[src/inc/dacs_pkg.sv]
/*
 * Package for the accumulator datapath: widths, saturation limits, rounding
 * constants, operation encodings and the packed carriers between files.
 * Assumes a single core clock and no register bus.
 */
package dacs_pkg;

    localparam int ACC_W  = 40;
    localparam int WORD_W = 16;

    localparam int GUARD_LO = 32;
    localparam int SIGN39   = 39;
    localparam int SIGN31   = 31;
    localparam int HI_LO    = 16;
    localparam int RND_BIT  = 15;

    localparam logic [39:0] SUPER_POS  = 40'h7f_ffff_ffff;
    localparam logic [39:0] SUPER_NEG  = 40'h80_0000_0000;
    localparam logic [39:0] NORMAL_POS = 40'h00_7fff_ffff;
    localparam logic [39:0] NORMAL_NEG = 40'h00_8000_0000;

    localparam logic [15:0] LOW_HALF   = 16'h8000;
    localparam logic [15:0] WORD_POS   = 16'h7fff;
    localparam logic [15:0] WORD_NEG   = 16'h8000;
    localparam logic [15:0] PTR_STEP   = 16'h0002;

    localparam logic [39:0] ACC_RESET  = 40'h00_0000_0000;
    localparam logic [15:0] PTR_RESET  = 16'h0000;

    // Accumulator operations presented by the decoder
    typedef enum logic [3:0] {
        DACS_OP_NONE         = 4'h0,
        DACS_OP_ADD          = 4'h1,
        DACS_OP_SUB          = 4'h2,
        DACS_OP_LOAD         = 4'h3,
        DACS_OP_MULT_ACCUM   = 4'h4,
        DACS_OP_MULT_SUB     = 4'h5,
        DACS_OP_MULTIPLY     = 4'h6,
        DACS_OP_NEG_MULTIPLY = 4'h7,
        DACS_OP_DIFF_SQ      = 4'h8,
        DACS_OP_DIFF_SQ_ACC  = 4'h9,
        DACS_OP_STORE        = 4'ha,
        DACS_OP_STORE_RND    = 4'hb
    } dacs_op_type;

    typedef enum logic [1:0] {
        DACS_WB_NONE     = 2'b00,
        DACS_WB_REG      = 2'b01,
        DACS_WB_POST_INC = 2'b11
    } dacs_wb_type;

    // Configuration bits, core control and trap control fields
    typedef struct packed {
        logic first_acc_clip_en;
        logic second_acc_clip_en;
        logic store_clip_en;
        logic clip_width_sel;
        logic round_style_sel;
        logic first_guard_trap_en;
        logic second_guard_trap_en;
        logic fatal_ovf_trap_en;
    } dacs_cfg_type;

    typedef struct packed {
        dacs_op_type  op;
        logic         target_sel;
        logic         shift_en;
        logic [39:0]  operand;
        logic [39:0]  shifted;
        dacs_wb_type  wb_mode;
    } dacs_req_type;

    typedef struct packed {
        logic        first_acc_guard_ovf;
        logic        second_acc_guard_ovf;
        logic        first_acc_clip_flag;
        logic        second_acc_clip_flag;
        logic        any_acc_guard_ovf;
        logic        any_acc_clip_flag;
    } dacs_flags_type;

endpackage

[src/design/dacs_round_word.sv]
/*
 * Round and store-saturate: turns a 40-bit accumulator into a 1.15 word.
 * Purely combinational; assumes the caller registers the result.
 */
`timescale 1ns/1ps
module dacs_round_word
    import dacs_pkg::*;
(
    input  wire logic [39:0] acc_in,
    input  wire logic        round_en_in,
    input  wire logic        round_style_in,
    input  wire logic        clip_en_in,
    output logic      [15:0] word_out
);
    logic [15:0] low_word;
    logic        inc;
    logic [24:0] sum;

    always_comb begin
        low_word  = acc_in[15:0];
        inc       = 1'b0;
        if (round_en_in) begin
            if (round_style_in) begin
                inc = acc_in[RND_BIT];
            end else if (low_word == LOW_HALF) begin
                inc = acc_in[HI_LO];
            end else begin
                inc = acc_in[RND_BIT];
            end
        end
        // Upper 24 bits plus the round increment, sign-tracked
        sum = {acc_in[39], acc_in[39:16]} + {24'h00_0000, inc};
        word_out = sum[15:0];
        if (clip_en_in) begin
            if (!acc_in[39] && sum[24:15] != 10'h000) begin
                word_out = WORD_POS;
            end else if (acc_in[39] && sum[24:15] != 10'h3ff) begin
                word_out = WORD_NEG;
            end
        end
    end
endmodule // dacs_round_word

[src/design/dacs_acc_sat.sv]
/*
 * Saturation and flag next-state for one accumulator result.
 * Assumes a raw 41-bit adder result with an extra sign bit.
 */
`timescale 1ns/1ps
module dacs_acc_sat
    import dacs_pkg::*;
(
    input  wire logic [40:0] raw_in,
    input  wire logic        sat_en_in,
    input  wire logic        width_sel_in,
    output logic      [39:0] acc_out,
    output logic             guard_ovf_out,
    output logic             clip_set_out
);
    logic ovf39;
    logic ovf31;
    logic neg;

    always_comb begin
        neg   = raw_in[40];
        ovf39 = raw_in[40] ^ raw_in[39];
        ovf31 = (raw_in[40:31] != 10'h000) && (raw_in[40:31] != 10'h3ff);
        guard_ovf_out = (raw_in[39:32] != 8'h00) && (raw_in[39:32] != 8'hff);
        acc_out       = raw_in[39:0];
        clip_set_out  = ovf39;
        if (sat_en_in) begin
            if (width_sel_in) begin
                clip_set_out = ovf39;
                if (ovf39) begin
                    acc_out = neg ? SUPER_NEG : SUPER_POS;
                end
            end else begin
                clip_set_out  = ovf31;
                guard_ovf_out = 1'b0;
                if (ovf31) begin
                    acc_out = neg ? NORMAL_NEG : NORMAL_POS;
                end
            end
        end
    end
endmodule // dacs_acc_sat

[src/design/dacs_accum.sv]
/*
 * Accumulator datapath: 40-bit adder/subtracter over two accumulators,
 * saturation, guard and sticky clip flags, traps, rounding store and write-back.
 * Assumes the decoder presents one operation per cycle with the multiplier
 * product or data in req_in.operand and its shifted form in req_in.shifted.
 */
`timescale 1ns/1ps
module dacs_accum
    import dacs_pkg::*;
(
    input  wire logic           clk_in,
    input  wire logic           rstn_in,
    input  wire dacs_cfg_type   cfg_in,
    input  wire dacs_req_type   req_in,
    input  wire logic           clear_first_clip_in,
    input  wire logic           clear_second_clip_in,
    output logic      [39:0]    first_acc_out,
    output logic      [39:0]    second_acc_out,
    output dacs_flags_type      flags_out,
    output logic                arith_trap_out,
    output logic                xbus_wr_out,
    output logic      [15:0]    xbus_addr_out,
    output logic      [15:0]    xbus_data_out,
    output logic      [15:0]    writeback_ptr_out
);
    logic [39:0] acc_q [2];
    logic [39:0] acc_d [2];
    logic [1:0]  guard_q;
    logic [1:0]  guard_d;
    logic [1:0]  clip_q;
    logic [1:0]  clip_d;
    logic        trap_q;
    logic        trap_d;
    logic        wr_q;
    logic        wr_d;
    logic [15:0] addr_q;
    logic [15:0] addr_d;
    logic [15:0] data_q;
    logic [15:0] data_d;
    logic [15:0] ptr_q;
    logic [15:0] ptr_d;

    logic [39:0] src;
    logic [39:0] opnd;
    logic [39:0] other;
    logic [40:0] raw;
    logic        adder_used;
    logic        sub;
    logic        sat_en;
    logic [39:0] sat_acc;
    logic        guard_new;
    logic        clip_new;
    logic        store_op;
    logic        wb_op;
    logic [15:0] store_word;
    logic [15:0] wb_word;

    // Add, accumulate, load and multiply forms pass through the adder
    always_comb begin
        src        = acc_q[req_in.target_sel];
        other      = acc_q[~req_in.target_sel];
        opnd       = req_in.operand;
        sub        = 1'b0;
        adder_used = 1'b1;
        case (req_in.op)
            DACS_OP_ADD: begin
                if (req_in.shift_en) begin
                    opnd = req_in.shifted;
                end
            end
            DACS_OP_LOAD: begin
                src = ACC_RESET;
                if (req_in.shift_en) begin
                    opnd = req_in.shifted;
                end
            end
            DACS_OP_SUB,
            DACS_OP_MULT_SUB: begin
                sub = 1'b1;
            end
            DACS_OP_MULTIPLY,
            DACS_OP_NEG_MULTIPLY,
            DACS_OP_DIFF_SQ: begin
                src = ACC_RESET;
                sub = (req_in.op == DACS_OP_NEG_MULTIPLY);
            end
            DACS_OP_MULT_ACCUM,
            DACS_OP_DIFF_SQ_ACC: begin
                sub = 1'b0;
            end
            default: begin
                adder_used = 1'b0;
            end
        endcase
        // Complemented data with an active-low borrow (carry in = 1)
        if (sub) begin
            raw = {src[39], src} + {~opnd[39], ~opnd} + 41'h001;
        end else begin
            raw = {src[39], src} + {opnd[39], opnd};
        end
        sat_en = req_in.target_sel ? cfg_in.second_acc_clip_en
                                   : cfg_in.first_acc_clip_en;
        store_op = (req_in.op == DACS_OP_STORE) || (req_in.op == DACS_OP_STORE_RND);
        wb_op    = (req_in.wb_mode != DACS_WB_NONE)
                 && ((req_in.op == DACS_OP_MULT_ACCUM)
                 ||  (req_in.op == DACS_OP_MULT_SUB));
    end

    dacs_acc_sat u_sat (
        .raw_in        (raw),
        .sat_en_in     (sat_en),
        .width_sel_in  (cfg_in.clip_width_sel),
        .acc_out       (sat_acc),
        .guard_ovf_out (guard_new),
        .clip_set_out  (clip_new)
    );

    dacs_round_word u_store_round (
        .acc_in         (src),
        .round_en_in    (req_in.op == DACS_OP_STORE_RND),
        .round_style_in (cfg_in.round_style_sel),
        .clip_en_in     (cfg_in.store_clip_en),
        .word_out       (store_word)
    );

    dacs_round_word u_wb_round (
        .acc_in         (other),
        .round_en_in    (1'b1),
        .round_style_in (cfg_in.round_style_sel),
        .clip_en_in     (cfg_in.store_clip_en),
        .word_out       (wb_word)
    );

    always_comb begin
        acc_d   = acc_q;
        guard_d = guard_q;
        clip_d  = clip_q;
        ptr_d   = ptr_q;
        wr_d    = 1'b0;
        addr_d  = addr_q;
        data_d  = data_q;
        if (adder_used) begin
            acc_d[req_in.target_sel]   = sat_acc;
            guard_d[req_in.target_sel] = guard_new;
        end
        // Software clear first, so a same-cycle set wins
        if (clear_first_clip_in) begin
            clip_d[0] = 1'b0;
        end
        if (clear_second_clip_in) begin
            clip_d[1] = 1'b0;
        end
        if (adder_used && clip_new) begin
            clip_d[req_in.target_sel] = 1'b1;
        end
        if (store_op) begin
            wr_d   = 1'b1;
            addr_d = ptr_q;
            data_d = store_word;
        end else if (wb_op) begin
            if (req_in.wb_mode == DACS_WB_REG) begin
                ptr_d = wb_word;
            end else begin
                wr_d   = 1'b1;
                addr_d = ptr_q;
                data_d = wb_word;
                ptr_d  = ptr_q + PTR_STEP;
            end
        end
        trap_d = (guard_d[0] && cfg_in.first_guard_trap_en)
               || (guard_d[1] && cfg_in.second_guard_trap_en)
               || (cfg_in.fatal_ovf_trap_en && (clip_d[0] && !cfg_in.first_acc_clip_en
                   || clip_d[1] && !cfg_in.second_acc_clip_en));
    end

    always_ff @(posedge clk_in) begin
        if (!rstn_in) begin
            acc_q[0] <= ACC_RESET;
            acc_q[1] <= ACC_RESET;
            guard_q  <= 2'b00;
            clip_q   <= 2'b00;
            trap_q   <= 1'b0;
            wr_q     <= 1'b0;
            addr_q   <= PTR_RESET;
            data_q   <= 16'h0000;
            ptr_q    <= PTR_RESET;
        end else begin
            acc_q    <= acc_d;
            guard_q  <= guard_d;
            clip_q   <= clip_d;
            trap_q   <= trap_d;
            wr_q     <= wr_d;
            addr_q   <= addr_d;
            data_q   <= data_d;
            ptr_q    <= ptr_d;
        end
    end

    assign first_acc_out                  = acc_q[0];
    assign second_acc_out                 = acc_q[1];
    assign flags_out.first_acc_guard_ovf  = guard_q[0];
    assign flags_out.second_acc_guard_ovf = guard_q[1];
    assign flags_out.first_acc_clip_flag  = clip_q[0];
    assign flags_out.second_acc_clip_flag = clip_q[1];
    assign flags_out.any_acc_guard_ovf    = guard_q[0] | guard_q[1];
    assign flags_out.any_acc_clip_flag    = clip_q[0] | clip_q[1];
    assign arith_trap_out                 = trap_q;
    assign xbus_wr_out                    = wr_q;
    assign xbus_addr_out                  = addr_q;
    assign xbus_data_out                  = data_q;
    assign writeback_ptr_out              = ptr_q;
endmodule // dacs_accum

[config.mk]
export PLATFORM = sky130hd
export DESIGN_NAME = dacs_accum
export DESIGN_NICKNAME = d
export VERILOG_FILES = /design/src/inc/dacs_pkg.sv /design/src/design/dacs_round_word.sv /design/src/design/dacs_acc_sat.sv /design/src/design/dacs_accum.sv
export SDC_FILE = /design/constraint.sdc
export NUM_CORES = 1
export LEC_CHECK = 0
export ABC_AREA = 1
export BUFFER_PORTS_ARGS = -buffer_cell sky130_fd_sc_hd__buf_2
export CAP_MARGIN = 15
export CORE_MARGIN = 8
export CORE_UTILIZATION = 46
export CTS_BUF_LIST = sky130_fd_sc_hd__clkbuf_2
export DETAILED_ROUTE_END_ITERATION = 16
export PLACE_DENSITY = 0.71
export SLEW_MARGIN = 15
export SYNTH_ARGS = -nofsm -noshare
export SYNTH_HDL_FRONTEND = slang
export SYNTH_SLANG_ARGS = --single-unit
[constraint.sdc]
create_clock -name clk_in -period 12.8 [get_ports clk_in]
set_input_delay 2.56 -clock clk_in [delete_from_list [all_inputs] [get_ports clk_in]]
set_output_delay 2.56 -clock clk_in [all_outputs]
set_load 0.1 [all_outputs]
==> results of run 1 <==
-- cells in the mapped netlist (18+ instances only) --
cell / number / share of area
sky130_fd_sc_hd__o211ai_1: 18 / 0.0090
sky130_fd_sc_hd__ha_1: 86 / 0.072
sky130_fd_sc_hd__a21o_1: 23 / 0.011
sky130_fd_sc_hd__xor2_1: 49 / 0.029
sky130_fd_sc_hd__nand3_1: 133 / 0.044
sky130_fd_sc_hd__nor3_1: 42 / 0.014
sky130_fd_sc_hd__dfxtp_1: 134 / 0.18
sky130_fd_sc_hd__o21ai_1: 26 / 0.0087
sky130_fd_sc_hd__nand2_2: 28 / 0.012
sky130_fd_sc_hd__nor2_1: 226 / 0.056
sky130_fd_sc_hd__inv_1: 454 / 0.11
sky130_fd_sc_hd__a21oi_2: 28 / 0.016
sky130_fd_sc_hd__nand2_1: 626 / 0.16
sky130_fd_sc_hd__a21oi_1: 195 / 0.065
sky130_fd_sc_hd__clkbuf_1: 57 / 0.014
sky130_fd_sc_hd__nand4_1: 29 / 0.012
sky130_fd_sc_hd__o21ai_0: 204 / 0.068
-- state kept, by name (all words and copies together) (netlist names) --
signal,flops
arith_trap_out,1
clip_q,2
first_acc_out,40
guard_q,2
second_acc_out,40
writeback_ptr_out,16
xbus_addr_out,16
xbus_data_out,16
xbus_wr_out,1
-- cell families after synthesis --
kind of cell | Yosys count | share of synthesized area
compound gates | 571 | 0.221
xor+xnor | 62 | 0.0376
fa+ha+maj | 88 | 0.0742
buf+inv | 565 | 0.152
flops | 134 | 0.178
mux | 2 | 0.00141
simple gates | 1157 | 0.336
-- worst register-to-register path, delay by kind of cell, from the launching register on --
kind / cells / cell delay, ns
and+or+nand+nor: 22 / 2.60
AOI/OAI and AO/OA: 3 / 0.75
buffers and inverters: 7 / 1.02
adders and majority gates: 2 / 0.56
DFF: 1 / 0.42
-- power by group through the flow --
stage / Sequential, W / Clock [W] / Combinational [W]
6_report: 0.000492 / 0.000276 / 0.00118
5_1_grt: 0.000496 / 0.000296 / 0.00127
4_1_cts: 0.000491 / 0.000280 / 0.00116
3_5_place_dp: 0.000499 / 0 / 0.00116
3_3_place_gp: 0.000499 / 0 / 0.00116
2_1_floorplan: 0.000756 / 0 / 0.000612
-- per-layer routing --
layer,part of all wire,up-vias,global-route usage
met5,0,-,0
met1,0.44,7986,0.398
met2,0.45,749,0.484
met4,0.029,0,0.0922
met3,0.075,100,0.0322
li1,-,8596,-
-- cell type report --
cell class                 count  area (µm²)
clock inverter                14         159
sequential                   134        2680
tap                          442         553
multi-input combinational   1880       10100
inverter                     471        1770
clock buffer                  18        90.1
fill                        3565       15700
antenna                        1        2.50
timing repair buffer         253        1310
-- worst paths after layout --
check                       to  slack (ns)         startpoint
min reg2reg  xbus_data_out[11]        0.46  xbus_data_out[11]
max reg2reg   first_acc_out[8]        7.39  second_acc_out[4]
min          xbus_data_out[11]        0.46  xbus_data_out[11]
max           first_acc_out[8]        4.99         req_in[85]
-- through the flow --
step,instances,util,worst slack [ns]
floorplan,2579,-,5.09
global placement,3180,0.507,4.42
detailed placement,3180,0.507,4.40
CTS,3212,0.515,5.16
global route,3213,0.515,4.39
finish,3213,0.515,4.99
==> parameters.txt, run 1 <==
Parameter                              Value

Pwr
  Static Leak    8.91 nW
  Cell Int Power    0.000842 W
  Pwr per Cell Area    117 nW/µm²
  Clock network fraction of design power    0.142
  Fraction of power spent switching nets    0.567
  Net switching power    0.00110 W
  Gate power share    0.605
  Largest voltage drop on the vdd net    0.0712 mV
  Part of the total power dissipated in sequential elements    0.253
  Post-route total power    0.00195 W

Detailed routing
  DRT antenna net count    0
  DRC    0
  WL per Instance    18.4 µm
  Detail-routed via count per cell    5.43
  Number of DRC markers after the initial detailed-route iteration    1,450
  Count of vias placed by the detailed router    17,400
  First-pass DRT Iterations    8
  Final wirelength    59,300 µm

Logic synthesis
  Most used flip-flop cell after synthesis    sky130_fd_sc_hd__dfxtp_1
  Total of flip-flops plus latches after synthesis    134
  Post-Synthesis Cell Area    15,000 µm²
  Sequential share of the synthesized area    0.178
  Number of flops mapped to enable cells by yosys    0
  Synthesized area divided by synthesized cell count    5.83 µm²
  Yosys warning total    0
  Async S/R FF share, synth    0
  Post-Synthesis Net Count    2,767
  Post-synthesis cell count    2,579
  Number of distinct library cell variants in the gate-level netlist after synthesis    64

Cells and area
  Most common library cell in the layout ignoring fill and taps    sky130_fd_sc_hd__nand2_1
  Layout Area Growth over Synthesis    10.8%
  Post-layout instance area    16,700 µm²
  Share of post-route cells with drive strength above 1    0.150
  Top library cells by usage in the layout, fill and taps aside    sky130_fd_sc_hd__nand2_1, sky130_fd_sc_hd__inv_1, sky130_fd_sc_hd__buf_2, sky130_fd_sc_hd__nor2_1, sky130_fd_sc_hd__o21ai_0
  Number of nets in the final layout    2,945

Floorplan
  Core Area    32,400 µm²
  # IOs    236
  Die outline height    197 µm
  Die Span X    197 µm
  Number of placement rows    66
  Starting density of the core    0.465
  Die area    38,700 µm²

Placement
  HPWL after DPL    49,000 µm
  Gpl congestion    1.01
  Count of buffers inserted at the top-level ports    235
  Placed instance area    16,400 µm²

Global route
  Via count of the first global-routing pass    16,200
  Number of antenna violations at the first check in global routing    1
  GRT Total Usage    0.294
  Largest net degree at the start of global routing    76
  Total global routing overflow    0
  First-pass GRT wire length    90,700 µm

STA
  Pins Over Slew Limit    0
  Total negative setup slack    0 ns
  Clock skew    0.0413 ns
  Timing-limited maximum frequency    128 MHz
  Slew at the pin with the worst max-slew slack    1.15 ns
  Tightest slew margin relative to the limit    0.231
  Final Hold Fails    0
  # setup viols final    0
  Final period demand of the worst path    7.81 ns
  Final period util    0.610
  Smallest hold slack    0.461 ns
  Setup repair after global routing missed its margin    false

Clock tree
  # clock sinks    134
  Clock H-tree levels    4
  Source-to-sink clock delay at the later pin of the worst-skew pair    0.73 ns
  Largest buffer count on any clock path    2
  Buffers inserted during post-CTS setup optimization    0
  Number of CTS-inserted buffers    17
  Clock tree from TritonCTS    built
  Clock tree root buffer cell    sky130_fd_sc_hd__clkbuf_2
  Reg clk slew, reported paths    0.22 ns
  Number of gates resized after cts    0
  Post-CTS Hold Fix Bufs    0

Worst setup path
  Sort of element at the end of the critical path    flip-flop
  Number of cells on the worst reg-to-reg path    34
  Slowest library cell on the worst path    sky130_fd_sc_hd__inv_1
  Required arrival time at the worst endpoint    13.49 ns
  Worst path max stage delay    0.44 ns
  Crit. path cell count    40
  Type of the setup path with the least slack    input port to flip-flop
  Critical path buffers and inverters    10
  Family with the most delay on the worst path    simple AND/OR/NAND/NOR gates
  Critical Path Fanout Max    31
  Worst EP arrival    8.51 ns
  Most frequent CP cell    sky130_fd_sc_hd__nand2_1
  Critical Path Start Type    input port

Job
  Max cap viols    0

Outcome
  Outcome    completed

Hold path
  Instance count along the most critical hold path    2
  Type of the most critical hold path    flip-flop to flip-flop
(Power assumes the default switching activity.)
==> run 2, diff against run 1 <==
--- a/config.mk
+++ b/config.mk
@@ -12,7 +12,7 @@
 export CORE_UTILIZATION = 46
 export CTS_BUF_LIST = sky130_fd_sc_hd__clkbuf_2
 export DETAILED_ROUTE_END_ITERATION = 16
-export PLACE_DENSITY = 0.71
+export PLACE_DENSITY = 0.73
 export SLEW_MARGIN = 15
 export SYNTH_ARGS = -nofsm -noshare
 export SYNTH_HDL_FRONTEND = slang
==> constraint.sdc (replaced) <==
create_clock -name clk_in -period 7 [get_ports clk_in]
set_input_delay 1.4 -clock clk_in [delete_from_list [all_inputs] [get_ports clk_in]]
set_output_delay 1.4 -clock clk_in [all_outputs]
set_load 0.1 [all_outputs]
==> parameters.txt, run 2 (synthesis results as in run 1) <==
Parameter                              Value

Outcome
  Outcome    completed

Pwr
  Static Leak    9.07 nW (+1.9%)
  Largest voltage drop on the vdd net    0.148 mV (+110%)
  Pwr per Cell Area    214 nW/µm² (+83%)

Worst setup path
  Sort of element at the end of the critical path    flip-flop
  Required arrival time at the worst endpoint    7.63 ns (-5.86 ns)
  Critical Path Fanout Max    21 (-32%)
  Worst reg2reg path startpoint    first_acc_out[5]
  Most frequent CP cell    sky130_fd_sc_hd__nand2_1
  Slowest library cell on the worst path    sky130_fd_sc_hd__o21ai_0
  Worst EP arrival    6.74 ns (-1.77 ns)
  Type of the setup path with the least slack    input port to flip-flop
  CP startpoint    req_in[87]
  Critical Path Start Type    input port
  Worst path max stage delay    0.49 ns (+0.05 ns)

STA
  Tightest slew margin relative to the limit    0.194 (-0.0375)
  Pins Over Slew Limit    0 (unchanged)
  Total negative setup slack    0 ns (unchanged)
  Clock skew    0.0410 ns (-0.000286 ns)
  Final period util    0.873
  # setup viols final    0 (unchanged)
  Setup repair after global routing missed its margin    false
  Final period demand of the worst path    6.11 ns
  Slew at the pin with the worst max-slew slack    1.20 ns (+0.0489 ns)
  Final Hold Fails    0 (unchanged)
  Timing-limited maximum frequency    164 MHz

Hold path
  Hold path startpoint    xbus_data_out[12]
  Type of the most critical hold path    flip-flop to flip-flop

Detailed routing
  WL per Instance    18.4 µm (about the same)
  Final wirelength    59,700 µm (+0.77%)
  First-pass DRT Iterations    6 (-2)
  Count of vias placed by the detailed router    17,900 (+2.6%)
  Detail-routed via count per cell    5.52 (+1.7%)
  Number of DRC markers after the initial detailed-route iteration    1,571 (+8.3%)
  DRC    0 (unchanged)
  DRT antenna net count    0 (unchanged)

Clock tree
  Reg clk slew, reported paths    0.19 ns (-0.03 ns)
  Largest buffer count on any clock path    2 (unchanged)
  Number of gates resized after cts    0 (unchanged)
  Clock H-tree levels    4 (unchanged)
  Clock tree root buffer cell    sky130_fd_sc_hd__clkbuf_2
  Number of CTS-inserted buffers    17 (unchanged)
  # clock sinks    134 (unchanged)
  Clock tree from TritonCTS    built
  Post-CTS Hold Fix Bufs    0 (unchanged)
  Buffers inserted during post-CTS setup optimization    0 (unchanged)
  Source-to-sink clock delay at the later pin of the worst-skew pair    0.74 ns (about the same)

Floorplan
  Starting density of the core    0.465 (unchanged)
  Die area    38,700 µm² (unchanged)
  Die outline height    197 µm (unchanged)
  Die Span X    197 µm (unchanged)
  Core Area    32,400 µm² (unchanged)
  Number of placement rows    66 (unchanged)
  # IOs    236 (unchanged)

Global route
  Total global routing overflow    0 (unchanged)
  Via count of the first global-routing pass    16,900 (+4.1%)
  Number of antenna violations at the first check in global routing    1 (unchanged)
  GRT Total Usage    0.295 (+0.00129)
  Largest net degree at the start of global routing    65 (-14%)
  First-pass GRT wire length    91,700 µm (+1.1%)

Cells and area
  Final cell count without fillers    3,240 (+0.84%)
  Layout Area Growth over Synthesis    12.4%
  Most common library cell in the layout ignoring fill and taps    sky130_fd_sc_hd__nand2_1
  Number of nets in the final layout    2,972 (+0.92%)
  Share of post-route cells with drive strength above 1    0.159 (+0.00892)
  Post-layout instance area    16,900 µm² (+1.4%)
  Filler Cells Inserted    3,521 (-1.2%)
  Top library cells by usage in the layout, fill and taps aside    sky130_fd_sc_hd__nand2_1, sky130_fd_sc_hd__inv_1, sky130_fd_sc_hd__buf_2, sky130_fd_sc_hd__nor2_1, sky130_fd_sc_hd__o21ai_0

Job
  Max cap viols    0 (unchanged)

Placement
  Gpl congestion    1.01 (about the same)
  # placed instances    3,207 (+0.85%)
  Count of buffers inserted at the top-level ports    235 (unchanged)
  HPWL after DPL    49,200 µm (+0.38%)
  Placed instance area    16,600 µm² (+1.4%)
[run 2: cell count changes in the layout (fill, tap and decap cells not counted), sizes merged]
cell | previous run | this run
clkbuf | 18 | 21
inv | 469 | 471
clkinvlp | 3 | 2
clkinv | 10 | 6
buf | 253 | 280
[run 2: critical path: cells and delay by family]
kind	cells	cell delay, ns
AND/OR/NAND/NOR	20	2.37
buffers and inverters	7	1.18
AO/OA/AOI/OAI	5	0.90
adder cells (fa/ha/maj)	2	0.59
XOR/XNOR	1	0.29
[run 2: area by class of cell]
class / instances / area [µm²] / share of cell area
Tap cell: 442 / 553 / 0.0327
Timing Repair Buffer: 280 / 1550 / 0.0919
Multi-Input combinational cell: 1880 / 10100 / 0.597
Clock inverter: 11 / 149 / 0.00881
Inverter: 471 / 1770 / 0.105
Sequential cell: 134 / 2680 / 0.159
Antenna cell: 1 / 2.50 / 0.000148
Clock buffer: 21 / 105 / 0.00622
[run 2: final timing paths]
kind | cells past startpoint | endpoint | slack, ns
worst max-delay path | 35 | first_acc_out[25] | 0.89
worst min-delay path | 2 | xbus_data_out[12] | 0.47
worst max register to register | 32 | first_acc_out[25] | 1.68
worst min register to register | 2 | xbus_data_out[12] | 0.47
[run 2: layer usage]
metal  GRT usage  wire length (µm)  vias to the layer above
met5           0                 0                        -
met4      0.0939              1620                        0
met3      0.0401              5160                       98
met2       0.485             27100                      875
met1       0.395             25800                     8261
li1            -                 -                     8650
[run 2: through the flow]
stage / hold WS [ns] / util / power, W / worst slack, ns
6_report: 0.468 / 0.522 / 0.00362 / 0.889
3_3_place_gp: 0.432 / 0.514 / 0.00304 / 0.465
3_5_place_dp: 0.441 / 0.514 / 0.00305 / 0.349
4_1_cts: 0.468 / 0.522 / 0.00357 / 1.12
5_1_grt: 0.492 / 0.522 / 0.00381 / 0.504
2_1_floorplan: 0.896 / - / 0.00250 / 0.448
[run 2: report_power, final]
| part | switching [W] | internal, W | total, W |
|---|---|---|---|
| Clock | 0.000315 | 0.000207 | 0.000523 |
| Combinational | 0.00166 | 0.000536 | 0.00219 |
| Sequential | 0.0000695 | 0.000833 | 0.000903 |
| Total | 0.00204 | 0.00158 | 0.00362 |
==> run 3, diff against run 2 <==
--- a/config.mk
+++ b/config.mk
@@ -8,11 +8,12 @@
 export ABC_AREA = 1
 export BUFFER_PORTS_ARGS = -buffer_cell sky130_fd_sc_hd__buf_2
 export CAP_MARGIN = 15
+export CORE_ASPECT_RATIO = 1.1
 export CORE_MARGIN = 8
 export CORE_UTILIZATION = 46
-export CTS_BUF_LIST = sky130_fd_sc_hd__clkbuf_2
 export DETAILED_ROUTE_END_ITERATION = 16
 export PLACE_DENSITY = 0.73
+export SKIP_LAST_GASP = 1
 export SLEW_MARGIN = 15
 export SYNTH_ARGS = -nofsm -noshare
 export SYNTH_HDL_FRONTEND = slang
==> parameters.txt, run 3 (synthesis results as in run 1) <==
Parameter                              Value

Outcome
  Outcome    completed

STA
  Final Hold Fails    0 (unchanged)
  # setup viols final    0 (unchanged)
  Final period util    0.912 (+0.0390)
  Final period demand of the worst path    6.38 ns (+0.273 ns)
  Pins Over Slew Limit    0 (unchanged)
  Tightest slew margin relative to the limit    0.283 (+0.0893)
  Setup repair after global routing missed its margin    false
  Clock skew    0.0188 ns (-0.0221 ns)
  Total negative setup slack    0 ns (unchanged)
  Slew at the pin with the worst max-slew slack    1.08 ns (-0.127 ns)
  Timing-limited maximum frequency    157 MHz (-4.3%)

Floorplan
  Die outline height    206 µm (+4.5%)
  Die Span X    188 µm (-4.3%)
  Number of placement rows    69 (+4.5%)
  Core Area    32,300 µm² (-0.25%)
  Starting density of the core    0.466 (+0.00119)
  Die area    38,700 µm² (about the same)
  # IOs    236 (unchanged)

Detailed routing
  Final wirelength    59,800 µm (about the same)
  Count of vias placed by the detailed router    17,600 (-1.4%)
  DRT antenna net count    0 (unchanged)
  DRC    0 (unchanged)
  WL per Instance    18.5 µm (+0.22%)
  Detail-routed via count per cell    5.45 (-1.2%)
  Number of DRC markers after the initial detailed-route iteration    1,602 (+2.0%)
  First-pass DRT Iterations    5 (-1)

Worst setup path
  Critical Path Fanout Max    46 (+120%)
  Critical Path Start Type    input port
  Family with the most delay on the worst path    buffers and inverters
  Sort of element at the end of the critical path    flip-flop
  Required arrival time at the worst endpoint    7.33 ns (-0.30 ns)
  Type of the setup path with the least slack    input port to flip-flop
  Worst EP arrival    6.72 ns (-0.02 ns)
  Worst path max stage delay    0.51 ns (+0.02 ns)
  Slowest library cell on the worst path    sky130_fd_sc_hd__o21ai_0
  Critical path buffers and inverters    10 (+3)

Pwr
  Post-route total power    0.00401 W (+11%)
  Static Leak    9.28 nW (+2.2%)
  Largest voltage drop on the vdd net    0.173 mV (+17%)
  Pwr per Cell Area    232 nW/µm² (+8.3%)

Global route
  Number of antenna violations at the first check in global routing    0 (-1)
  Largest net degree at the start of global routing    69 (+6.2%)
  Total global routing overflow    0 (unchanged)
  First-pass GRT wire length    92,400 µm (+0.70%)
  Via count of the first global-routing pass    16,900 (-0.083%)
  GRT Total Usage    0.298 (+0.00289)

Clock tree
  Reg clk slew, reported paths    0.06 ns (-0.13 ns)
  Clock tree root buffer cell    sky130_fd_sc_hd__clkbuf_16
  Source-to-sink clock delay at the later pin of the worst-skew pair    0.44 ns (-0.30 ns)
  Clock H-tree levels    4 (unchanged)
  Clock tree from TritonCTS    built
  Largest buffer count on any clock path    2 (unchanged)
  # clock sinks    134 (unchanged)
  Number of gates resized after cts    0 (unchanged)
  Number of CTS-inserted buffers    17 (unchanged)
  Buffers inserted during post-CTS setup optimization    0 (unchanged)
  Post-CTS Hold Fix Bufs    0 (unchanged)

Cells and area
  Top library cells by usage in the layout, fill and taps aside    sky130_fd_sc_hd__nand2_1, sky130_fd_sc_hd__inv_1, sky130_fd_sc_hd__buf_2, sky130_fd_sc_hd__nor2_1, sky130_fd_sc_hd__o21ai_0
  Most common library cell in the layout ignoring fill and taps    sky130_fd_sc_hd__nand2_1
  Area of the multi-input gates    10,100 µm² (unchanged)
  Register cell area after layout    2680 µm² (unchanged)
  Share of post-route cells with drive strength above 1    0.163 (+0.00389)
  Number of antenna diodes    0 (-1)
  Number of nets in the final layout    2,985 (+0.44%)
  Filler Cells Inserted    3,436 (-2.4%)
  Layout Area Growth over Synthesis    15.2%

Job
  Max cap viols    0 (unchanged)

Placement
  Count of buffers inserted at the top-level ports    235 (unchanged)
  HPWL after DPL    49,400 µm (+0.48%)
  Gpl congestion    1.02 (+0.86%)

Hold path
  Type of the most critical hold path    flip-flop to flip-flop
-- run 3: report_power, final --
| part | internal [W] | switching (W) |
|---|---|---|
| logic | 0.000546 | 0.00165 |
| registers | 0.000833 | 0.0000676 |
| clock network | 0.000553 | 0.000363 |
| total | 0.00193 | 0.00208 |
-- run 3: cell type report --
type	instances	area share
clock inverters	11	0.00708
flip-flops and latches	134	0.155
well taps	426	0.0308
repair buffers	293	0.0954
clock buffers	21	0.0272
inverters	471	0.102
multi-input cells	1880	0.583
-- run 3: path summary, 6_finish.rpt --
path	from	endpoint	slack, ns	cells after the start
max	req_in[87]	second_acc_out[18]	0.62	31
max reg2reg	first_acc_out[2]	second_acc_out[18]	1.99	36
min	xbus_addr_out[14]	xbus_addr_out[14]	0.45	2
min reg2reg	xbus_addr_out[14]	xbus_addr_out[14]	0.45	2
-- run 3: worst reg2reg max path, delay by kind of cell (launching register included) --
| kind | cells | cell delay (ns) |
|---|---|---|
| xor gates and xnor gates | 1 | 0.31 |
| buffers and inverters | 10 | 1.21 |
| DFF | 1 | 0.34 |
| adders and majority gates | 2 | 0.47 |
| and+or+nand+nor | 19 | 1.92 |
| AOI/OAI and AO/OA | 4 | 0.67 |
-- run 3: metal layers --
layer | routed length [µm] | GRT usage
met2 | 27400 | 0.502
met3 | 5120 | 0.0464
met5 | 0 | 0
met4 | 1790 | 0.102
met1 | 25400 | 0.384
-- run 3: metrics by stage --
| step | hold WS [ns] | utilization | area [µm²] | std cells | worst slack (ns) |
|---|---|---|---|---|---|
| detailed placement | 0.445 | 0.518 | 16700 | 3204 | 0.238 |
| finish | 0.454 | 0.536 | 17300 | 3236 | 0.615 |
| global route | 0.466 | 0.536 | 17300 | 3236 | 0.115 |
| CTS | 0.456 | 0.536 | 17300 | 3236 | 0.687 |
| global placement | 0.433 | 0.518 | 16700 | 3204 | 0.293 |
| floorplan | 0.896 | - | 15000 | 2579 | 0.448 |
